## src/verilog/cis_pkg.sv

```systemverilog
// package: constants for the cpu interrupt sequencer
package cis_pkg;
  localparam int NUM_SRC = 16;
  localparam int NUM_EXT = 3;
  localparam int SRC_W = 4;
  localparam int PRIO_W = 3;
  // register offsets (byte addresses, one word each)
  localparam logic [7:0] OFF_FLAG = 8'h00;
  localparam logic [7:0] OFF_FLAG_CLR = 8'h04;
  localparam logic [7:0] OFF_ENABLE = 8'h08;
  localparam logic [7:0] OFF_PRIO_LO = 8'h0c;
  localparam logic [7:0] OFF_PRIO_HI = 8'h10;
  localparam logic [7:0] OFF_STATUS = 8'h14;
  localparam logic [7:0] OFF_CORE_CTRL = 8'h18;
  localparam logic [7:0] OFF_INTERRUPT_CONTROL_TWO = 8'h1c;
  localparam logic [7:0] OFF_STACK_PTR = 8'h20;
  localparam logic [7:0] OFF_STACK_LIM = 8'h24;
  localparam logic [7:0] OFF_SHADOW = 8'h28;
  localparam logic [7:0] OFF_STACK_ERR = 8'h2c;
  localparam logic [7:0] OFF_VECTOR = 8'h30;
  // field positions
  localparam int CORE_TRAP_BIT = 3;
  localparam int ALT_VEC_BIT = 15;
  localparam int STAT_PRIO_LSB = 5;
  localparam int SHADOW_FLAG_W = 5;
  // vector tables: primary at base, alternate right behind it
  localparam logic [15:0] PRIMARY_VEC_BASE = 16'h0004;
  localparam logic [15:0] VEC_TABLE_WORDS = 16'h0040;
  localparam logic [15:0] VEC_STRIDE = 16'h0002;
  localparam int VEC_SRC_LSB = 1;
  localparam logic [15:0] STACK_FLOOR = 16'h0800;
  localparam logic [15:0] STACK_RESET = 16'h0800;
  localparam logic [15:0] WORD_STEP = 16'h0002;
  localparam logic [3:0] SRC_ONE = 4'h1;
  localparam logic [2:0] PRIO_ZERO = 3'h0;
  localparam logic [31:0] NO_ERR = 32'h0000_0000;
  typedef enum logic [1:0] {CIS_RUN, CIS_PUSH_PC, CIS_PUSH_SR, CIS_POP} cis_state_t;
endpackage

```

## src/verilog/cis_edge_sync.sv

```systemverilog
// external interrupt edge detector with three-stage synchroniser
`timescale 1ns/100ps
`default_nettype none
module cis_edge_sync
  import cis_pkg::*;
(
  input wire logic pclk,
  input wire logic presetn,
  input wire logic clk_en,
  input wire logic pin,
  input wire logic falling,
  output logic edge_pulse
);
  logic s1_q;
  logic s2_q;
  logic s3_q;
  logic agreed_q;
  // s1 feeds only s2; a change counts once s2 and s3 agree on the new level
  always_ff @(posedge pclk or negedge presetn)
  begin
    if (!presetn)
    begin
      s1_q <= 1'b0;
      s2_q <= 1'b0;
      s3_q <= 1'b0;
      agreed_q <= 1'b0;
    end
    else if (clk_en)
    begin
      s1_q <= pin;
      s2_q <= s1_q;
      s3_q <= s2_q;
      if (s2_q == s3_q) agreed_q <= s3_q;
    end
  end
  // settled level against the last agreed level, per polarity bit
  wire settled = clk_en & (s2_q == s3_q);
  assign edge_pulse = settled & (falling ? (agreed_q & ~s3_q) : (~agreed_q & s3_q));
endmodule
`default_nettype wire

```

## src/verilog/cis_top.sv

```systemverilog
// cpu interrupt sequencer: flags, priority, stack frame, shadows, apb registers
//
// Added by the designer: the APB interface to the registers and the register addresses.
`timescale 1ns/100ps
`default_nettype none
// Operation
// - event flags are captured into the flag registers every instruction cycle
// - a flag counts only when its enable bit is also set
// - interrupt only when pending priority strictly exceeds the cpu level
// - push pc and status low byte, then load the new priority level
// - new level blocks equal or lower priority until return or lowering
// - trap level bit reads clear during interrupts, set only during traps
// - return pops pc and status, restoring priority and state
// - alternate select bit makes every vector fetch use the alternate table
// - one-deep shadows of five flags and w0..w3, only via push/pop shadow
// - three external inputs are edge sensitive with per-input polarity
// - enabled sufficient-priority request during sleep or idle wakes and vectors
// - stack pointer points to free word, post-increments push, pre-decrements pop
// - call push zero-extends the pc upper byte (code pushes core_pc[7:0] with a zero upper byte)
// - exception push places status low byte in the pushed upper byte
// - stack limit not reset, bit 0 forced to zero
// - push at limit does not trap; the following push traps
// - stack address below 0x0800 raises a stack error trap
module cis_top
  import cis_pkg::*;
(
  input wire logic pclk,
  input wire logic presetn,
  input wire logic clk_en,
  input wire logic psel,
  input wire logic penable,
  input wire logic pwrite,
  input wire logic [7:0] paddr,
  input wire logic [31:0] pwdata,
  output logic [31:0] prdata,
  output logic pready,
  output logic pslverr,
  input wire logic [NUM_SRC-1:0] event_in,
  input wire logic [NUM_EXT-1:0] ext_irq_inputs,
  input wire logic [15:0] core_pc,
  input wire logic call_push,
  input wire logic ret_pop,
  input wire logic return_from_interrupt,
  input wire logic trap_active,
  input wire logic sleep_idle,
  input wire logic shadow_push,
  input wire logic shadow_pop,
  input wire logic [SHADOW_FLAG_W-1:0] flags_in,
  input wire logic [63:0] wregs_in,
  output logic [SHADOW_FLAG_W-1:0] shadow_flags,
  output logic [63:0] shadow_wregs,
  output logic irq_take,
  output logic [15:0] vector_addr,
  output logic wake,
  output logic stack_wr,
  output logic [15:0] stack_addr,
  output logic [15:0] stack_wdata,
  output logic stack_error
);
  // ------------------------------------------------------------
  // state
  // ------------------------------------------------------------
  logic [NUM_SRC-1:0] irq_flag_regs_q;
  logic [NUM_SRC-1:0] irq_enable_regs_q;
  logic [PRIO_W*NUM_SRC-1:0] prio_q;
  logic [7:0] status_low_byte_q;
  logic alt_vector_select_q;
  logic [NUM_EXT-1:0] ext_edge_polarity_bits_q;
  logic [15:0] stack_pointer_reg_q;
  logic [15:0] stack_limit_reg_q;
  logic [SHADOW_FLAG_W-1:0] sh_flags_q;
  logic [63:0] sh_wregs_q;
  logic [15:0] saved_pc_q;
  logic [PRIO_W-1:0] new_prio_q;
  cis_state_t state_q;
  logic [31:0] prdata_q;
  logic pready_q;
  logic pslverr_q;
  logic irq_take_q;
  logic [15:0] vector_q;
  logic wake_q;
  logic stack_wr_q;
  logic [15:0] stack_addr_q;
  logic [15:0] stack_wdata_q;
  logic stack_err_q;
  logic [NUM_EXT-1:0] ext_pulse;
  // external edge detectors, one per pin
  generate
    for (genvar gi = 0; gi < NUM_EXT; gi++)
    begin : g_ext
      cis_edge_sync u_edge (.pclk(pclk), .presetn(presetn), .clk_en(clk_en),
        .pin(ext_irq_inputs[gi]), .falling(ext_edge_polarity_bits_q[gi]),
        .edge_pulse(ext_pulse[gi]));
    end
  endgenerate
  // ------------------------------------------------------------
  // apb decode
  // ------------------------------------------------------------
  wire apb_acc = psel & penable & ~pready_q;
  wire apb_wr = psel & penable & pready_q & pwrite; // commits at the answer edge
  wire hit_flag = paddr == OFF_FLAG;
  wire hit_clr = paddr == OFF_FLAG_CLR;
  wire hit_en = paddr == OFF_ENABLE;
  wire hit_plo = paddr == OFF_PRIO_LO;
  wire hit_phi = paddr == OFF_PRIO_HI;
  wire hit_stat = paddr == OFF_STATUS;
  wire hit_core = paddr == OFF_CORE_CTRL;
  wire hit_ic2 = paddr == OFF_INTERRUPT_CONTROL_TWO;
  wire hit_sp = paddr == OFF_STACK_PTR;
  wire hit_lim = paddr == OFF_STACK_LIM;
  wire hit_sh = paddr == OFF_SHADOW;
  wire hit_err = paddr == OFF_STACK_ERR;
  wire hit_vec = paddr == OFF_VECTOR;
  wire hit_any = hit_flag | hit_clr | hit_en | hit_plo | hit_phi | hit_stat | hit_core
    | hit_ic2 | hit_sp | hit_lim | hit_sh | hit_err | hit_vec;
  wire [PRIO_W-1:0] cpu_priority_level = status_low_byte_q[STAT_PRIO_LSB +: PRIO_W];
  wire trap_level_bit = trap_active;
  wire [15:0] core_control_reg = {12'h000, trap_level_bit, 3'h0};
  wire [15:0] interrupt_control_two = {alt_vector_select_q, 12'h000, ext_edge_polarity_bits_q};
  // ------------------------------------------------------------
  // priority resolution
  // ------------------------------------------------------------
  wire [NUM_SRC-1:0] pending = irq_flag_regs_q & irq_enable_regs_q;
  logic [PRIO_W-1:0] best_prio;
  logic [SRC_W-1:0] best_src;
  logic best_valid;
  // scan from highest index down so ties land on the lowest vector
  always_comb
  begin
    best_prio = PRIO_ZERO;
    best_src = '0;
    best_valid = 1'b0;
    for (int i = NUM_SRC-1; i >= 0; i--)
    begin
      if (pending[i] && prio_q[i*PRIO_W +: PRIO_W] >= best_prio)
      begin
        best_prio = prio_q[i*PRIO_W +: PRIO_W];
        best_src = SRC_W'(i);
        best_valid = 1'b1;
      end
    end
  end
  // stack checks gate entry and pushes
  wire pushing = (state_q != CIS_RUN && state_q != CIS_POP) | (call_push & state_q == CIS_RUN);
  wire over_lim = pushing & (stack_pointer_reg_q > stack_limit_reg_q);
  wire under = stack_pointer_reg_q < STACK_FLOOR;
  wire [15:0] sp_dec = stack_pointer_reg_q - WORD_STEP;
  wire pop_under = (ret_pop | return_from_interrupt) & (sp_dec < STACK_FLOOR);
  wire stack_fault = over_lim | under | pop_under;
  wire want_irq = best_valid & (best_prio > cpu_priority_level) & ~trap_active;
  wire take = want_irq & (state_q == CIS_RUN) & ~stack_fault;
  wire [15:0] table_base = alt_vector_select_q ? PRIMARY_VEC_BASE + VEC_TABLE_WORDS
                                               : PRIMARY_VEC_BASE;
  wire [15:0] vec_calc = table_base + ({12'h000, best_src} << VEC_SRC_LSB);
  // ------------------------------------------------------------
  // flags, enables, priorities
  // ------------------------------------------------------------
  always_ff @(posedge pclk or negedge presetn)
  begin
    if (!presetn)
      irq_flag_regs_q <= '0;
    else if (clk_en)
      irq_flag_regs_q <= ((apb_wr & hit_clr) ? irq_flag_regs_q & ~pwdata[NUM_SRC-1:0]
                         : (apb_wr & hit_flag) ? pwdata[NUM_SRC-1:0] : irq_flag_regs_q)
                         | event_in | {{(NUM_SRC-NUM_EXT){1'b0}}, ext_pulse};
  end
  // software configuration registers
  always_ff @(posedge pclk or negedge presetn)
  begin
    if (!presetn)
    begin
      irq_enable_regs_q <= '0;
      prio_q <= '0;
      alt_vector_select_q <= 1'b0;
      ext_edge_polarity_bits_q <= '0;
    end
    else if (clk_en && apb_wr)
    begin
      if (hit_en) irq_enable_regs_q <= pwdata[NUM_SRC-1:0];
      if (hit_plo) prio_q[23:0] <= pwdata[23:0];
      if (hit_phi) prio_q[47:24] <= pwdata[23:0];
      if (hit_ic2) alt_vector_select_q <= pwdata[ALT_VEC_BIT];
      if (hit_ic2) ext_edge_polarity_bits_q <= pwdata[NUM_EXT-1:0];
    end
  end
  // stack limit has no reset value
  always_ff @(posedge pclk)
  begin
    if (clk_en && apb_wr && hit_lim)
      stack_limit_reg_q <= {pwdata[15:1], 1'b0};
  end
  // one-deep shadow copies
  always_ff @(posedge pclk or negedge presetn)
  begin
    if (!presetn)
    begin
      sh_flags_q <= '0;
      sh_wregs_q <= '0;
    end
    else if (clk_en && shadow_push)
    begin
      sh_flags_q <= flags_in;
      sh_wregs_q <= wregs_in;
    end
  end
  // ------------------------------------------------------------
  // sequencer: stack frame, return, status
  // ------------------------------------------------------------
  always_ff @(posedge pclk or negedge presetn)
  begin
    if (!presetn)
    begin
      state_q <= CIS_RUN;
      status_low_byte_q <= 8'h00;
      stack_pointer_reg_q <= STACK_RESET;
      saved_pc_q <= 16'h0000;
      new_prio_q <= PRIO_ZERO;
      stack_wr_q <= 1'b0;
      stack_addr_q <= 16'h0000;
      stack_wdata_q <= 16'h0000;
      irq_take_q <= 1'b0;
      vector_q <= 16'h0000;
      wake_q <= 1'b0;
      stack_err_q <= 1'b0;
    end
    else if (clk_en)
    begin
      stack_wr_q <= 1'b0;
      irq_take_q <= 1'b0;
      wake_q <= 1'b0;
      if (stack_fault) stack_err_q <= 1'b1;
      else if (apb_wr && hit_err) stack_err_q <= 1'b0;
      unique case (state_q)
        CIS_RUN:
        begin
          if (take)
          begin
            saved_pc_q <= core_pc;
            new_prio_q <= best_prio;
            vector_q <= vec_calc;
            state_q <= CIS_PUSH_PC;
          end
          else if (call_push && !stack_fault)
          begin
            stack_wr_q <= 1'b1;
            stack_addr_q <= stack_pointer_reg_q;
            stack_wdata_q <= {8'h00, core_pc[7:0]};
            stack_pointer_reg_q <= stack_pointer_reg_q + WORD_STEP;
          end
          else if ((ret_pop || return_from_interrupt) && !stack_fault)
          begin
            stack_pointer_reg_q <= sp_dec;
            if (return_from_interrupt) state_q <= CIS_POP;
          end
          else if (apb_wr && hit_stat)
            status_low_byte_q <= pwdata[7:0];
          else if (apb_wr && hit_sp)
            stack_pointer_reg_q <= {pwdata[15:1], 1'b0};
        end
        CIS_PUSH_PC:
        begin
          stack_wr_q <= ~stack_fault;
          stack_addr_q <= stack_pointer_reg_q;
          stack_wdata_q <= saved_pc_q;
          stack_pointer_reg_q <= stack_pointer_reg_q + WORD_STEP;
          state_q <= CIS_PUSH_SR;
        end
        CIS_PUSH_SR:
        begin
          stack_wr_q <= ~stack_fault;
          stack_addr_q <= stack_pointer_reg_q;
          stack_wdata_q <= {status_low_byte_q, saved_pc_q[15:8]};
          stack_pointer_reg_q <= stack_pointer_reg_q + WORD_STEP;
          status_low_byte_q[STAT_PRIO_LSB +: PRIO_W] <= new_prio_q;
          irq_take_q <= 1'b1;
          wake_q <= sleep_idle;
          state_q <= CIS_RUN;
        end
        CIS_POP:
        begin
          status_low_byte_q <= pwdata[15:8]; // second pop loads the status byte from pwdata[15:8]
          stack_pointer_reg_q <= sp_dec;
          state_q <= CIS_RUN;
        end
      endcase
    end
  end
  // ------------------------------------------------------------
  // apb read, answer and outputs
  // ------------------------------------------------------------
  logic [31:0] rd_mux;
  always_comb
  begin
    rd_mux = 32'h0000_0000;
    if (hit_flag) rd_mux = {16'h0000, irq_flag_regs_q};
    if (hit_en) rd_mux = {16'h0000, irq_enable_regs_q};
    if (hit_plo) rd_mux = {8'h00, prio_q[23:0]};
    if (hit_phi) rd_mux = {8'h00, prio_q[47:24]};
    if (hit_stat) rd_mux = {24'h000000, status_low_byte_q};
    if (hit_core) rd_mux = {16'h0000, core_control_reg};
    if (hit_ic2) rd_mux = {16'h0000, interrupt_control_two};
    if (hit_sp) rd_mux = {16'h0000, stack_pointer_reg_q};
    if (hit_lim) rd_mux = {16'h0000, stack_limit_reg_q};
    if (hit_sh) rd_mux = {11'h000, sh_flags_q, 16'h0000};
    if (hit_err) rd_mux = {31'h0, stack_err_q} | NO_ERR;
    if (hit_vec) rd_mux = {16'h0000, vector_q};
  end
  always_ff @(posedge pclk or negedge presetn)
  begin
    if (!presetn)
    begin
      prdata_q <= 32'h0000_0000;
      pready_q <= 1'b0;
      pslverr_q <= 1'b0;
    end
    else if (clk_en)
    begin
      pready_q <= apb_acc;
      pslverr_q <= apb_acc & ~hit_any;
      prdata_q <= (apb_acc & ~pwrite) ? rd_mux : 32'h0000_0000;
    end
  end
  // ports come straight from the registers
  assign prdata = prdata_q;
  assign pready = pready_q;
  assign pslverr = pslverr_q;
  assign irq_take = irq_take_q;
  assign vector_addr = vector_q;
  assign wake = wake_q;
  assign stack_wr = stack_wr_q;
  assign stack_addr = stack_addr_q;
  assign stack_wdata = stack_wdata_q;
  assign stack_error = stack_err_q;
  assign shadow_flags = sh_flags_q;
  assign shadow_wregs = sh_wregs_q;
endmodule
`default_nettype wire

```

## config.mk

```make
export PLATFORM = sky130hd
export DESIGN_NAME = cis_top
export DESIGN_NICKNAME = d
export VERILOG_FILES = /design/src/verilog/cis_pkg.sv /design/src/verilog/cis_edge_sync.sv /design/src/verilog/cis_top.sv
export SDC_FILE = /design/constraint.sdc
export NUM_CORES = 1
export LEC_CHECK = 0
export ABC_AREA = 1
export ABC_CLOCK_PERIOD_IN_PS = 17900
export BUFFER_PORTS_ARGS = -buffer_cell sky130_fd_sc_hd__buf_2
export CORE_MARGIN = 2
export CORE_UTILIZATION = 56
export DETAILED_ROUTE_END_ITERATION = 7
export GPL_TIMING_DRIVEN = 0
export PLACE_DENSITY = 0.81
export SETUP_SLACK_MARGIN = 0.4
export SLEW_MARGIN = 20
export SYNTH_ARGS = -nofsm -noshare
export SYNTH_HDL_FRONTEND = slang
export SYNTH_HIERARCHICAL = 1
export SYNTH_SLANG_ARGS = --single-unit
```

## constraint.sdc

```tcl
create_clock -name pclk -period 17.9 [get_ports pclk]
set_clock_uncertainty 0.05 [all_clocks]
set_input_delay 0.895 -clock pclk [delete_from_list [all_inputs] [get_ports pclk]]
set_output_delay 0.895 -clock pclk [all_outputs]
set_load 0.1 [all_outputs]
```

==> results of run 1 <==
path summary, 6_finish.rpt:
path | endpoint | slack (ns)
setup / recovery | stack_wdata[15]$_DFFE_PN0P_ | 1.63
hold / removal | stack_wdata[5]$_DFFE_PN0P_ | 0.36
setup reg to reg | stack_wdata[15]$_DFFE_PN0P_ | 1.63
hold reg to reg | stack_wdata[5]$_DFFE_PN0P_ | 0.43
max in group asynchronous | shadow_wregs[25]$_DFFE_PN0P_ | 16.51
min in group pclk | stack_wdata[5]$_DFFE_PN0P_ | 0.43
critical path, delay by kind of cell, from the launching register on:
family	cells	cell delay, ns
DFF	1	0.42
adders and majority gates	16	4.44
buffers and inverters	18	1.69
and+or+nand+nor	70	6.50
AOI/OAI and AO/OA	27	3.03
cell usage after synthesis (25+ instances only):
cell type / count
nand2_1: 448
inv_1: 232
dfrtp_1: 275
mux2_2: 69
clkbuf_1: 51
a21oi_1: 75
ha_1: 44
nand2_2: 29
o21ai_1: 53
o22ai_1: 25
nand3_1: 109
o21ai_0: 218
nor2_1: 77
power by group:
group / internal (mW) / switching [mW]
Clock: 0.437 / 0.279
Sequential: 0.751 / 0.0677
Combinational: 0.253 / 0.882
what timing repair did:
item	4_1_cts	5_1_grt
buffers inserted	0	8
resized for setup	0	37
setup endpoints to repair	0	82
placed cells by master (no fill, tap or decap), drive strengths merged, types with 4 or more instances in the layout:
| cell type | n |
|---|---|
| or2 | 5 |
| xor2 | 19 |
| a211oi | 8 |
| buf | 330 |
| nand3 | 123 |
| o31ai | 11 |
| conb | 19 |
| a32o | 5 |
| o22ai | 25 |
| inv | 254 |
| a21oi | 79 |
| nor4 | 4 |
| o221ai | 8 |
| ha | 44 |
| clkbuf | 100 |
| o211ai | 20 |
| clkinv | 16 |
| mux2 | 72 |
| nand2 | 490 |
| a22oi | 20 |
| o21ai | 276 |
| edfxtp | 15 |
| nor2 | 78 |
| nor3 | 19 |
| nand4 | 5 |
| dfrtp | 275 |
| bufinv | 4 |
layout make-up:
cell class / count / share of cell area (%)
plain buffers: 90 / 2.378
clock buffers: 47 / 4.934
clock inverters: 13 / 0.8710
inverters: 262 / 5.023
multi-input cells: 1358 / 39.13
flip-flops and latches: 291 / 37.40
well taps: 384 / 2.441
repair buffers: 293 / 7.833
flip-flops by register name, summed over array words and instances (netlist names), 8 cells and up:
register and cells:
stack_wdata 16, status_low_byte_q 8, stack_limit_reg_q 15, irq_enable_regs_q 16
shadow_wregs 64, stack_pointer_reg_q 15, stack_addr 15, saved_pc_q 16
prio_q 48, irq_flag_regs_q 16, prdata 24
metrics by stage:
step / hold WS, ns / setup slack (ns)
floorplan: 0.3975 / 3.157
global placement: 0.4067 / 1.188
detailed placement: 0.4160 / 0.7222
CTS: 0.3858 / 0.4503
global route: 0.4258 / 0.3228
finish: 0.3562 / 1.628
cells by family after synthesis:
family / after synthesis
other: 1
buffers and inverters: 352
muxes: 72
DFF: 291
and+or+nand+nor: 726
xor gates and xnor gates: 21
AOI/OAI and AO/OA: 476
adders and majority gates: 44
per-layer routing:
layer	wire, um	track usage (%)
met1	20760	45.18
met2	24990	56.77
met3	5705	8.181
met4	3070	17.15
met5	0	0
==> run metrics, run 1 <==
required time of the critical path=between 15 and 20 ns; number of vias in the routed layout=between 15000 and 20000; area of placed instances=18380 sq um; remaining global-route overflow=0; Hold-fix buffers, CTS=0; Leak=9.684 nW; simple-gate share of the synthesized area=roughly a fifth; data arrival time of the worst path=~17 ns; fraction of synthesized cell area taken by the top area cell type=around 42%; total length of routed wires=54.53 mm; Max-Slew Margin vs Limit=roughly two fifths; vertical extent of the die=about 170 um; CTS root buf=clkbuf_16; synthesized flop and latch total=roughly 290; Antenna Violating Nets Remaining=0; share of the synthesized netlist area taken by xor and xnor gates=1.125%; minimum clock period=16.27 ns; maximum number of pins on one net before global-route repair=100; Tot Pwr=about 2.7 mW; mean post-synth cell area=between 8 and 9 sq um; number of CTS-inserted buffers=34; total I/O pin count=312; slowest cell on the critical path=dfrtp_1; Via-to-Cell Ratio=between 5 and 6; post-DR wirelength/cell=between 15 and 20 um; number of max-cap violations=0; first-pass GRT wire length=approximately 84 mm; start point of the critical path=irq_enable_regs_q[15]$_DFFE_PN0P_; final HPWL from detailed placement=around 41 mm; area taken by multi-input logic gates=about 7700 sq um; ys async rst share=between 90 and 100%; sequential cell area fraction in the yosys report=between 40% and 50%; stage delay of the slowest cell on the critical path=between 0.4 and 0.5 ns; leading post-synthesis cells by cell area=dfrtp_1 (42%), nand2_1 (10%), o21ai_0 (6.7%); net total in the final layout=about 2500; number of cells on the worst reg-to-reg path=131; capturing element type of the critical path=flip-flop; Final Hold Fails=0; final setup violating endpoints=0; first drt pass iteration count=8; utilization after layout=slightly below 70%; Adder-Cell Fraction of Synth Area=3.367%; measured slew at the worst slew-check pin=approximately 0.89 ns; violations in the final reports=DRC; Synth Instances=slightly below 2000; number of remaining DRC errors=1; complex-gate fraction of the synthesized area=between 15 and 20%; overall die area=between 30000 and 40000 sq um; Clock Sinks=between 200 and 300; final cell count without fillers=2738; Iteration-0 DRC Markers=approximately 1800; netlist area before placement=about 16000 sq um; final slew viol count=0; GRT Util Overall=35.31%; core area=28700 sq um; type of element launching the critical path=flip-flop; CP max FO=10; RSZ-0062 raised after global routing=no; EDFF count, synth=15; mux contribution to synthesized area=5.028%; Hold Crit Class=input port to asynchronous set/reset pin; I/O Buffers=roughly 280; total power per unit cell area=~140 nW/um^2; count of cell types in the netlist=between 60 and 70; footprint of the flip-flops and latches=7360 sq um; setup total negative slack=0 ns; CP most frequent cell=nand2_1; initial cell density of the core=56.96%; Die X-Extent=between 150 and 200 um; number of antenna violations at the first check in global routing=0; most used flip-flop cell after synthesis=dfrtp_1; library cell occupying the most area in the post-synthesis netlist=dfrtp_1; source-to-sink clock delay at the later pin of the worst-skew pair=approximately 0.53 ns; worst-case vdd ir drop=roughly 0.00013 V; Layout Area Growth over Synthesis=20.37%; warnings from Yosys=6; # rows=62; FF-to-FF Start=irq_enable_regs_q[15]$_DFFE_PN0P_; type of the setup path with the least slack=flip-flop to flip-flop; TritonCTS clock tree=done; main combinational cell family by area after synthesis=simple AND/OR/NAND/NOR gates; via count of the first global-routing pass=around 15000; final RePlAce weighted congestion=between 0.9 and 1; clock transition at the registers of the reported paths=approximately 0.060 ns; final standard cell area without fillers=19680 sq um; highest achievable clock rate=about 0.06 GHz; antenna diode instance count=0; outcome=finished with violations; layout filler cell count=roughly 2400; fraction of layout cells with a size suffix above 1=23.96%; Clock Path Buffers=3; number of H-tree branching levels=2; final worst-path cycle share=between 90% and 100%; placed instance count=around 2700
(Power assumes the default switching activity.)
==> run 2, diff against run 1 <==
CORE_MARGIN = 5   (was 2)
==> run 2 against run 1 <==
  * The flow now finishes without violations
  * Design area is essentially flat
  * Combinational power barely moved
  * Final cell count stayed put
  * Clock-buffer cell count shrank 2
  * Routed wire length is 1.7% higher
  * Global-route usage shrank 2.6 points
  * Register-to-register slack is essentially flat
  * Core utilization down 0.16 points
  * Sequential share of layout area about the same
  * Clock power down 2%
  * Die area rose by 7.0%
  * Total power decreased by 0.40%
  * Critical path type unchanged
  * Largest power group unchanged
==> run metrics, run 2 (same netlist as run 1, synthesis figures left out) <==
minimum clock period=around 16 ns; final setup violating endpoints=0; source-to-sink clock delay at the later pin of the worst-skew pair=between 0.5 and 0.6 ns; first-pass GRT wire length=~86 mm; Antenna Violating Nets Remaining=0; number of CTS-inserted buffers=31; I/O Buffers=roughly 280; layout filler cell count=around 2400; total length of routed wires=roughly 55 mm; number of vias in the routed layout=15852; commonest non-fill, non-tap cell in the layout=nand2_1; Clock Path Buffers=3; Max-Slew Margin vs Limit=33.25%; CP most frequent cell=nand2_1; max reg flops=between 60 and 70; FF-to-FF setup slack=between 1.5 and 2 ns; utilization after layout=around two thirds; area taken by multi-input logic gates=between 7000 and 8000 sq um; vertical extent of the die=~180 um; clock transition at the registers of the reported paths=roughly 0.060 ns; net total in the final layout=~2500; final worst-path cycle share=roughly nine tenths; maximum number of pins on one net before global-route repair=83; slowest cell on the critical path=dfrtp_1; CTS root buf=clkbuf_16; # rows=slightly above 60; first drt pass iteration count=7; number of H-tree branching levels=1; outcome=finished, final reports clean; remaining global-route overflow=0; core area=approximately 29000 sq um; Clock Sinks=slightly below 300; GRT Util Overall=about 33%; final RePlAce weighted congestion=~0.96; Die X-Extent=180.9 um; capturing element type of the critical path=flip-flop; number of remaining DRC errors=0; RSZ-0062 raised after global routing=no; Final Hold Fails=0; data arrival time of the worst path=~17 ns; measured slew at the worst slew-check pin=0.9922 ns; type of the setup path with the least slack=flip-flop to flip-flop; setup total negative slack=0 ns; number of antenna violations at the first check in global routing=0; number of max-cap violations=0; Hold Crit Class=input port to asynchronous set/reset pin; top library cells by usage in the layout, fill and taps aside=nand2_1 (448), buf_2 (289), dfrtp_1 (275); fraction of layout cells with a size suffix above 1=between 20 and 25%; type of element launching the critical path=flip-flop; worst-case vdd ir drop=between 0.0001 and 0.00015 V; Leak=9.674 nW; via count of the first global-routing pass=around 16000; Iteration-0 DRC Markers=about 1400; initial cell density of the core=a little under three fifths; total I/O pin count=about 310; post-DR wirelength/cell=20.26 um; footprint of the flip-flops and latches=roughly 7400 sq um; highest achievable clock rate=just over 0.06 GHz; overall die area=between 30000 and 40000 sq um; Tot Pwr=2.659 mW; required time of the critical path=between 15 and 20 ns; Via-to-Cell Ratio=5.790; stage delay of the slowest cell on the critical path=approximately 0.41 ns; total power per unit cell area=approximately 140 nW/um^2; Layout Area Growth over Synthesis=20.42%; CP max FO=10; final HPWL from detailed placement=roughly 42 mm; TritonCTS clock tree=done; final slew viol count=0
==> run 2: cell count changes in the layout (fill, tap and decap cells not counted), sizes merged <==
cell / before / now
clkbuf: 100 / 96
clkinv: 16 / 13
buf: 330 / 332
diode: 0 / 2
bufinv: 4 / 5
clkinvlp: 1 / 2
inv: 254 / 255
==> run 2: path summary, 6_finish.rpt <==
path,from,end,cells past startpoint
setup / recovery,irq_flag_regs_q[15]$_DFFE_PN0P_,stack_pointer_reg_q[3]$_DFFE_PN0P_,131
hold / removal,presetn,g_ext[2].u_edge/s3_q$_DFFE_PN0P_,1
hold reg to reg,stack_wr$_DFFE_PN0P_,stack_wr$_DFFE_PN0P_,2
min in group pclk,stack_wr$_DFFE_PN0P_,stack_wr$_DFFE_PN0P_,2
max in group asynchronous,presetn,prio_q[17]$_DFFE_PN0P_,3
setup reg to reg,irq_flag_regs_q[15]$_DFFE_PN0P_,stack_pointer_reg_q[3]$_DFFE_PN0P_,131
==> run 2: through the flow <==
stage,hold slack [ns],instance area (sq um),cells,setup slack (ns)
final,0.2127,19690,2738,1.629
after global routing,0.2480,19680,2736,0.2242
after CTS,0.2176,19530,2729,0.5941
after detailed placement,0.4160,18410,2671,0.6808
after global placement,0.4078,18310,2668,1.101
after floorplan,0.3975,16420,2001,3.157
==> run 2: where the power goes <==
| part | total (mW) | internal, mW | switching (mW) |
|---|---|---|---|
| combinational | 1.14 | 0.252 | 0.886 |
| clock | 0.702 | 0.428 | 0.274 |
| sequential | 0.818 | 0.751 | 0.0671 |
==> run 2: timing repair <==
item                       4_1_cts  5_1_grt
hold endpoints to repair         0        0
gates resized for setup          0       34
setup endpoints to repair        0       82
buffers inserted                 0        7
hold buffers                     0        0
==> run 2: worst max-delay path: cells and delay by family (launching register included) <==
family | cells | cell delay, ns
flops | 1 | 0.41
buf+inv | 16 | 1.51
simple gates | 69 | 6.44
compound gates | 30 | 3.27
fa+ha+maj | 16 | 4.37
==> run 2: layout make-up <==
type                            instances  share of cell area, %
Antenna cell                            2                0.02542
Buffer                                 90                  2.332
Clock buffer                           45                  4.671
Clock inverter                         13                  1.030
Inverter                              262                  5.021
Multi-Input combinational cell       1358                  39.17
Sequential cell                       291                  37.38
Tap cell                              384                  2.440
Timing Repair Buffer                  293                  7.931
==> run 2: routing by layer <==
layer	vias to the layer above	GRT usage [%]	wire length [um]
met2	823	53.72	25570
met4	0	16.91	3524
met3	210	5.771	4952
li1	7285	-	-
met1	7534	41.79	21430
met5	-	0	0
==> run 3, diff against run 2 <==
ABC_AREA = unset   (was 1)
ABC_CLOCK_PERIOD_IN_PS = 18050   (was 17900)
CORE_UTILIZATION = 57   (was 56)
MAX_ROUTING_LAYER = met4   (was unset)
PLACE_DENSITY = 0.82   (was 0.81)
clock period = 18.05 ns   (was 17.9 ns; I/O delays follow)
==> run 3 against run 2 <==
  * Flip-flop and latch count unchanged
  * Non-clock buffer count is 65 higher
  * Fmax is 22% lower
  * Final cell count shrank 12%
  * Synthesized cell count down 19%
  * Sequential share of layout area down 2.8 points
  * Routed wire length up 3.5%
  * Critical path depth decreased by 20
  * Clock power down 11%
  * Critical endpoint is now stack_addr[15]$_DFFE_PN0P_
  * Via count decreased by 2.9%
  * The run now ends with setup timing left
  * Design area rose by 8.2%
==> run metrics, run 3 <==
EDFF count, synth=15; most used flip-flop cell after synthesis=dfrtp_1; area of placed instances=around 19000 sq um; Iteration-0 DRC Markers=around 1700; slowest cell on the critical path=dfrtp_2; CP most frequent cell=nand2b_4; number of max-cap violations=0; post-DR wirelength/cell=23.82 um; total power per unit cell area=131.0 nW/um^2; Layout Area Growth over Synthesis=28.06%; layout filler cell count=between 1500 and 2000; core area=28780 sq um; sequential cell area fraction in the yosys report=between 40 and 50%; most numerous cell in the Yosys netlist=dfrtp_1; Leak=9.968 nW; final slew viol count=0; via count of the first global-routing pass=~15000; number of remaining DRC errors=0; GRT Util Overall=between 30% and 40%; library cell occupying the most area in the post-synthesis netlist=dfrtp_1; Worst Setup Slack post-DPL=-4.083 ns; worst-case vdd ir drop=around 0.00016 V; total I/O pin count=roughly 310; data arrival time of the worst path=approximately 21 ns; initial cell density of the core=between 50 and 60%; Die X-Extent=180.8 um; Max-Slew Margin vs Limit=20.74%; Hold Crit Class=input port to asynchronous set/reset pin; number of antenna violations at the first check in global routing=0; number of CTS-inserted buffers=31; count of cell types in the netlist=around 100; netlist area before placement=16630 sq um; final HPWL from detailed placement=a little over 40 mm; type of the setup path with the least slack=flip-flop to flip-flop; RSZ-0062 raised after global routing=yes; Clock Path Buffers=3; top library cells by usage in the layout, fill and taps aside=buf_2 (285), dfrtp_1 (272), mux2_2 (154); minimum clock period=20.79 ns; final standard cell area without fillers=21300 sq um; Final Hold Fails=0; capturing element type of the critical path=flip-flop; remaining global-route overflow=0; Clock Sinks=a little under 300; number of H-tree branching levels=1; first-pass GRT wire length=about 86 mm; I/O Buffers=283; final setup violating endpoints=just over 80; type of element launching the critical path=flip-flop; setup total negative slack=-217.18 ns; fraction of synthesized cell area taken by the top area cell type=roughly 41%; total buffers and inverters traversed by the critical path=6; commonest non-fill, non-tap cell in the layout=buf_2; total length of routed wires=roughly 57 mm; fraction of layout cells with a size suffix above 1=between 30 and 40%; Antenna Violating Nets Remaining=0; leading post-synthesis cells by cell area=dfrtp_1 (41%), mux2_2 (15%), ha_1 (3.3%); overall die area=approximately 33000 sq um; CP max FO=7; final worst-path cycle share=115.2%; Synth Instances=around 1600; required time of the critical path=18.46 ns; # rows=62; commonest cells in the netlist=dfrtp_1 (275), mux2_2 (216), nand2_1 (126); violations in the final reports=setup timing; ys async rst share=94.85%; vertical extent of the die=180.8 um; Hold-fix buffers, CTS=0; Via-to-Cell Ratio=around 6.4; CTS root buf=clkbuf_16; number of cells on the worst reg-to-reg path=111; first drt pass iteration count=8; net total in the final layout=around 2200; antenna diode instance count=0; number of vias in the routed layout=~15000; maximum number of pins on one net before global-route repair=just under 90; Worst Slack Setup Final=-2.743 ns; clock transition at the registers of the reported paths=0.07 ns; logic depth of the worst path, buffers included=111; warnings from Yosys=6; source-to-sink clock delay at the later pin of the worst-skew pair=roughly 0.6 ns; measured slew at the worst slew-check pin=1.176 ns; kind of cell adding the most delay to the critical path=adder cells; highest achievable clock rate=0.04809 GHz; Tot Pwr=between 2 and 3 mW; TritonCTS clock tree=done; stage delay of the slowest cell on the critical path=~0.43 ns; mean post-synth cell area=~10 sq um; outcome=finished with violations; max reg flops=64; synthesized flop and latch total=about 290; final RePlAce weighted congestion=approximately 1
## run 3: cell count changes after synthesis, sizes merged, moves of 16 or more
cell and change:
mux2 +160, nand2 -363, nand2b +26, inv -161
nor2b +17, a221oi +21, nand3 -86, a31oi +23
and3 +18, o21ai -213, and2 +16, mux2i +16
a22oi +30
## run 3: per-stage QoR
stage	std cells	util, %	hold WS (ns)
final	2411	74.01	0.2090
after floorplan	1622	-	0.4170
after detailed placement	2292	66.72	0.4373
after global placement	2289	66.38	0.4307
after global routing	2411	74.01	0.2455
after CTS	2366	70.93	0.2383
## run 3: area by class of cell
class / instances / area [sq um] / area share [%]
Sequential cell: 291 / 7362 / 34.56
Inverter: 93 / 349.1 / 1.639
Timing Repair Buffer: 348 / 2141 / 10.05
Clock inverter: 11 / 76.32 / 0.3583
Multi-Input combinational cell: 1138 / 9405 / 44.16
Buffer: 100 / 571.8 / 2.685
Tap cell: 384 / 480.5 / 2.256
Clock buffer: 46 / 913.4 / 4.288
## run 3: power by group
| group | total, mW | leakage (nW) | switching, mW | internal (mW) |
|---|---|---|---|---|
| sequential | 0.841 | 3.62 | 0.0871 | 0.754 |
| clock | 0.623 | 0.493 | 0.273 | 0.351 |
| combinational | 1.33 | 5.86 | 0.911 | 0.414 |
## run 3: final timing paths
path / start / to / slack [ns]
max: irq_flag_regs_q[15]$_DFFE_PN0P_ / stack_addr[15]$_DFFE_PN0P_ / -2.74
min in group pclk: shadow_wregs[60]$_DFFE_PN0P_ / shadow_wregs[60]$_DFFE_PN0P_ / 0.45
min reg2reg: shadow_wregs[60]$_DFFE_PN0P_ / shadow_wregs[60]$_DFFE_PN0P_ / 0.45
max in group asynchronous: presetn / stack_pointer_reg_q[11]$_DFFE_PN1P_ / 16.58
max reg2reg: irq_flag_regs_q[15]$_DFFE_PN0P_ / stack_addr[15]$_DFFE_PN0P_ / -2.74
min: presetn / shadow_wregs[0]$_DFFE_PN0P_ / 0.21
## run 3: what timing repair did
action,4_1_cts,5_1_grt
buffers inserted,17,40
gates cloned,0,5
endpoints found under the setup margin,82,82
resized for setup,16,99
pin swaps,16,58
## run 3: cell families (layout without fill, tap and decap cells)
group                    after synthesis  after routing  share of synthesized area [%]
XOR/XNOR                              25             25                          1.316
AO/OA/AOI/OAI                        398            398                          16.63
AND/OR/NAND/NOR                      397            397                          12.19
multiplexers                         248            248                          16.87
buffers and inverters                193            598                          4.980
flip-flops                           291            291                          44.24
adder cells (fa/ha/maj)               51             51                          3.746
other                                  1             19                        0.02255
## run 3: routing by layer
metal	wire length, um	GRT usage (%)	vias to the layer above	part of all wire (%)
li1	-	-	6646	-
met1	21630	43.21	7560	38
met2	26440	52.58	956	46
met3	5901	6.274	227	10
met4	3459	14.91	0	6.0
met5	0	-	-	0
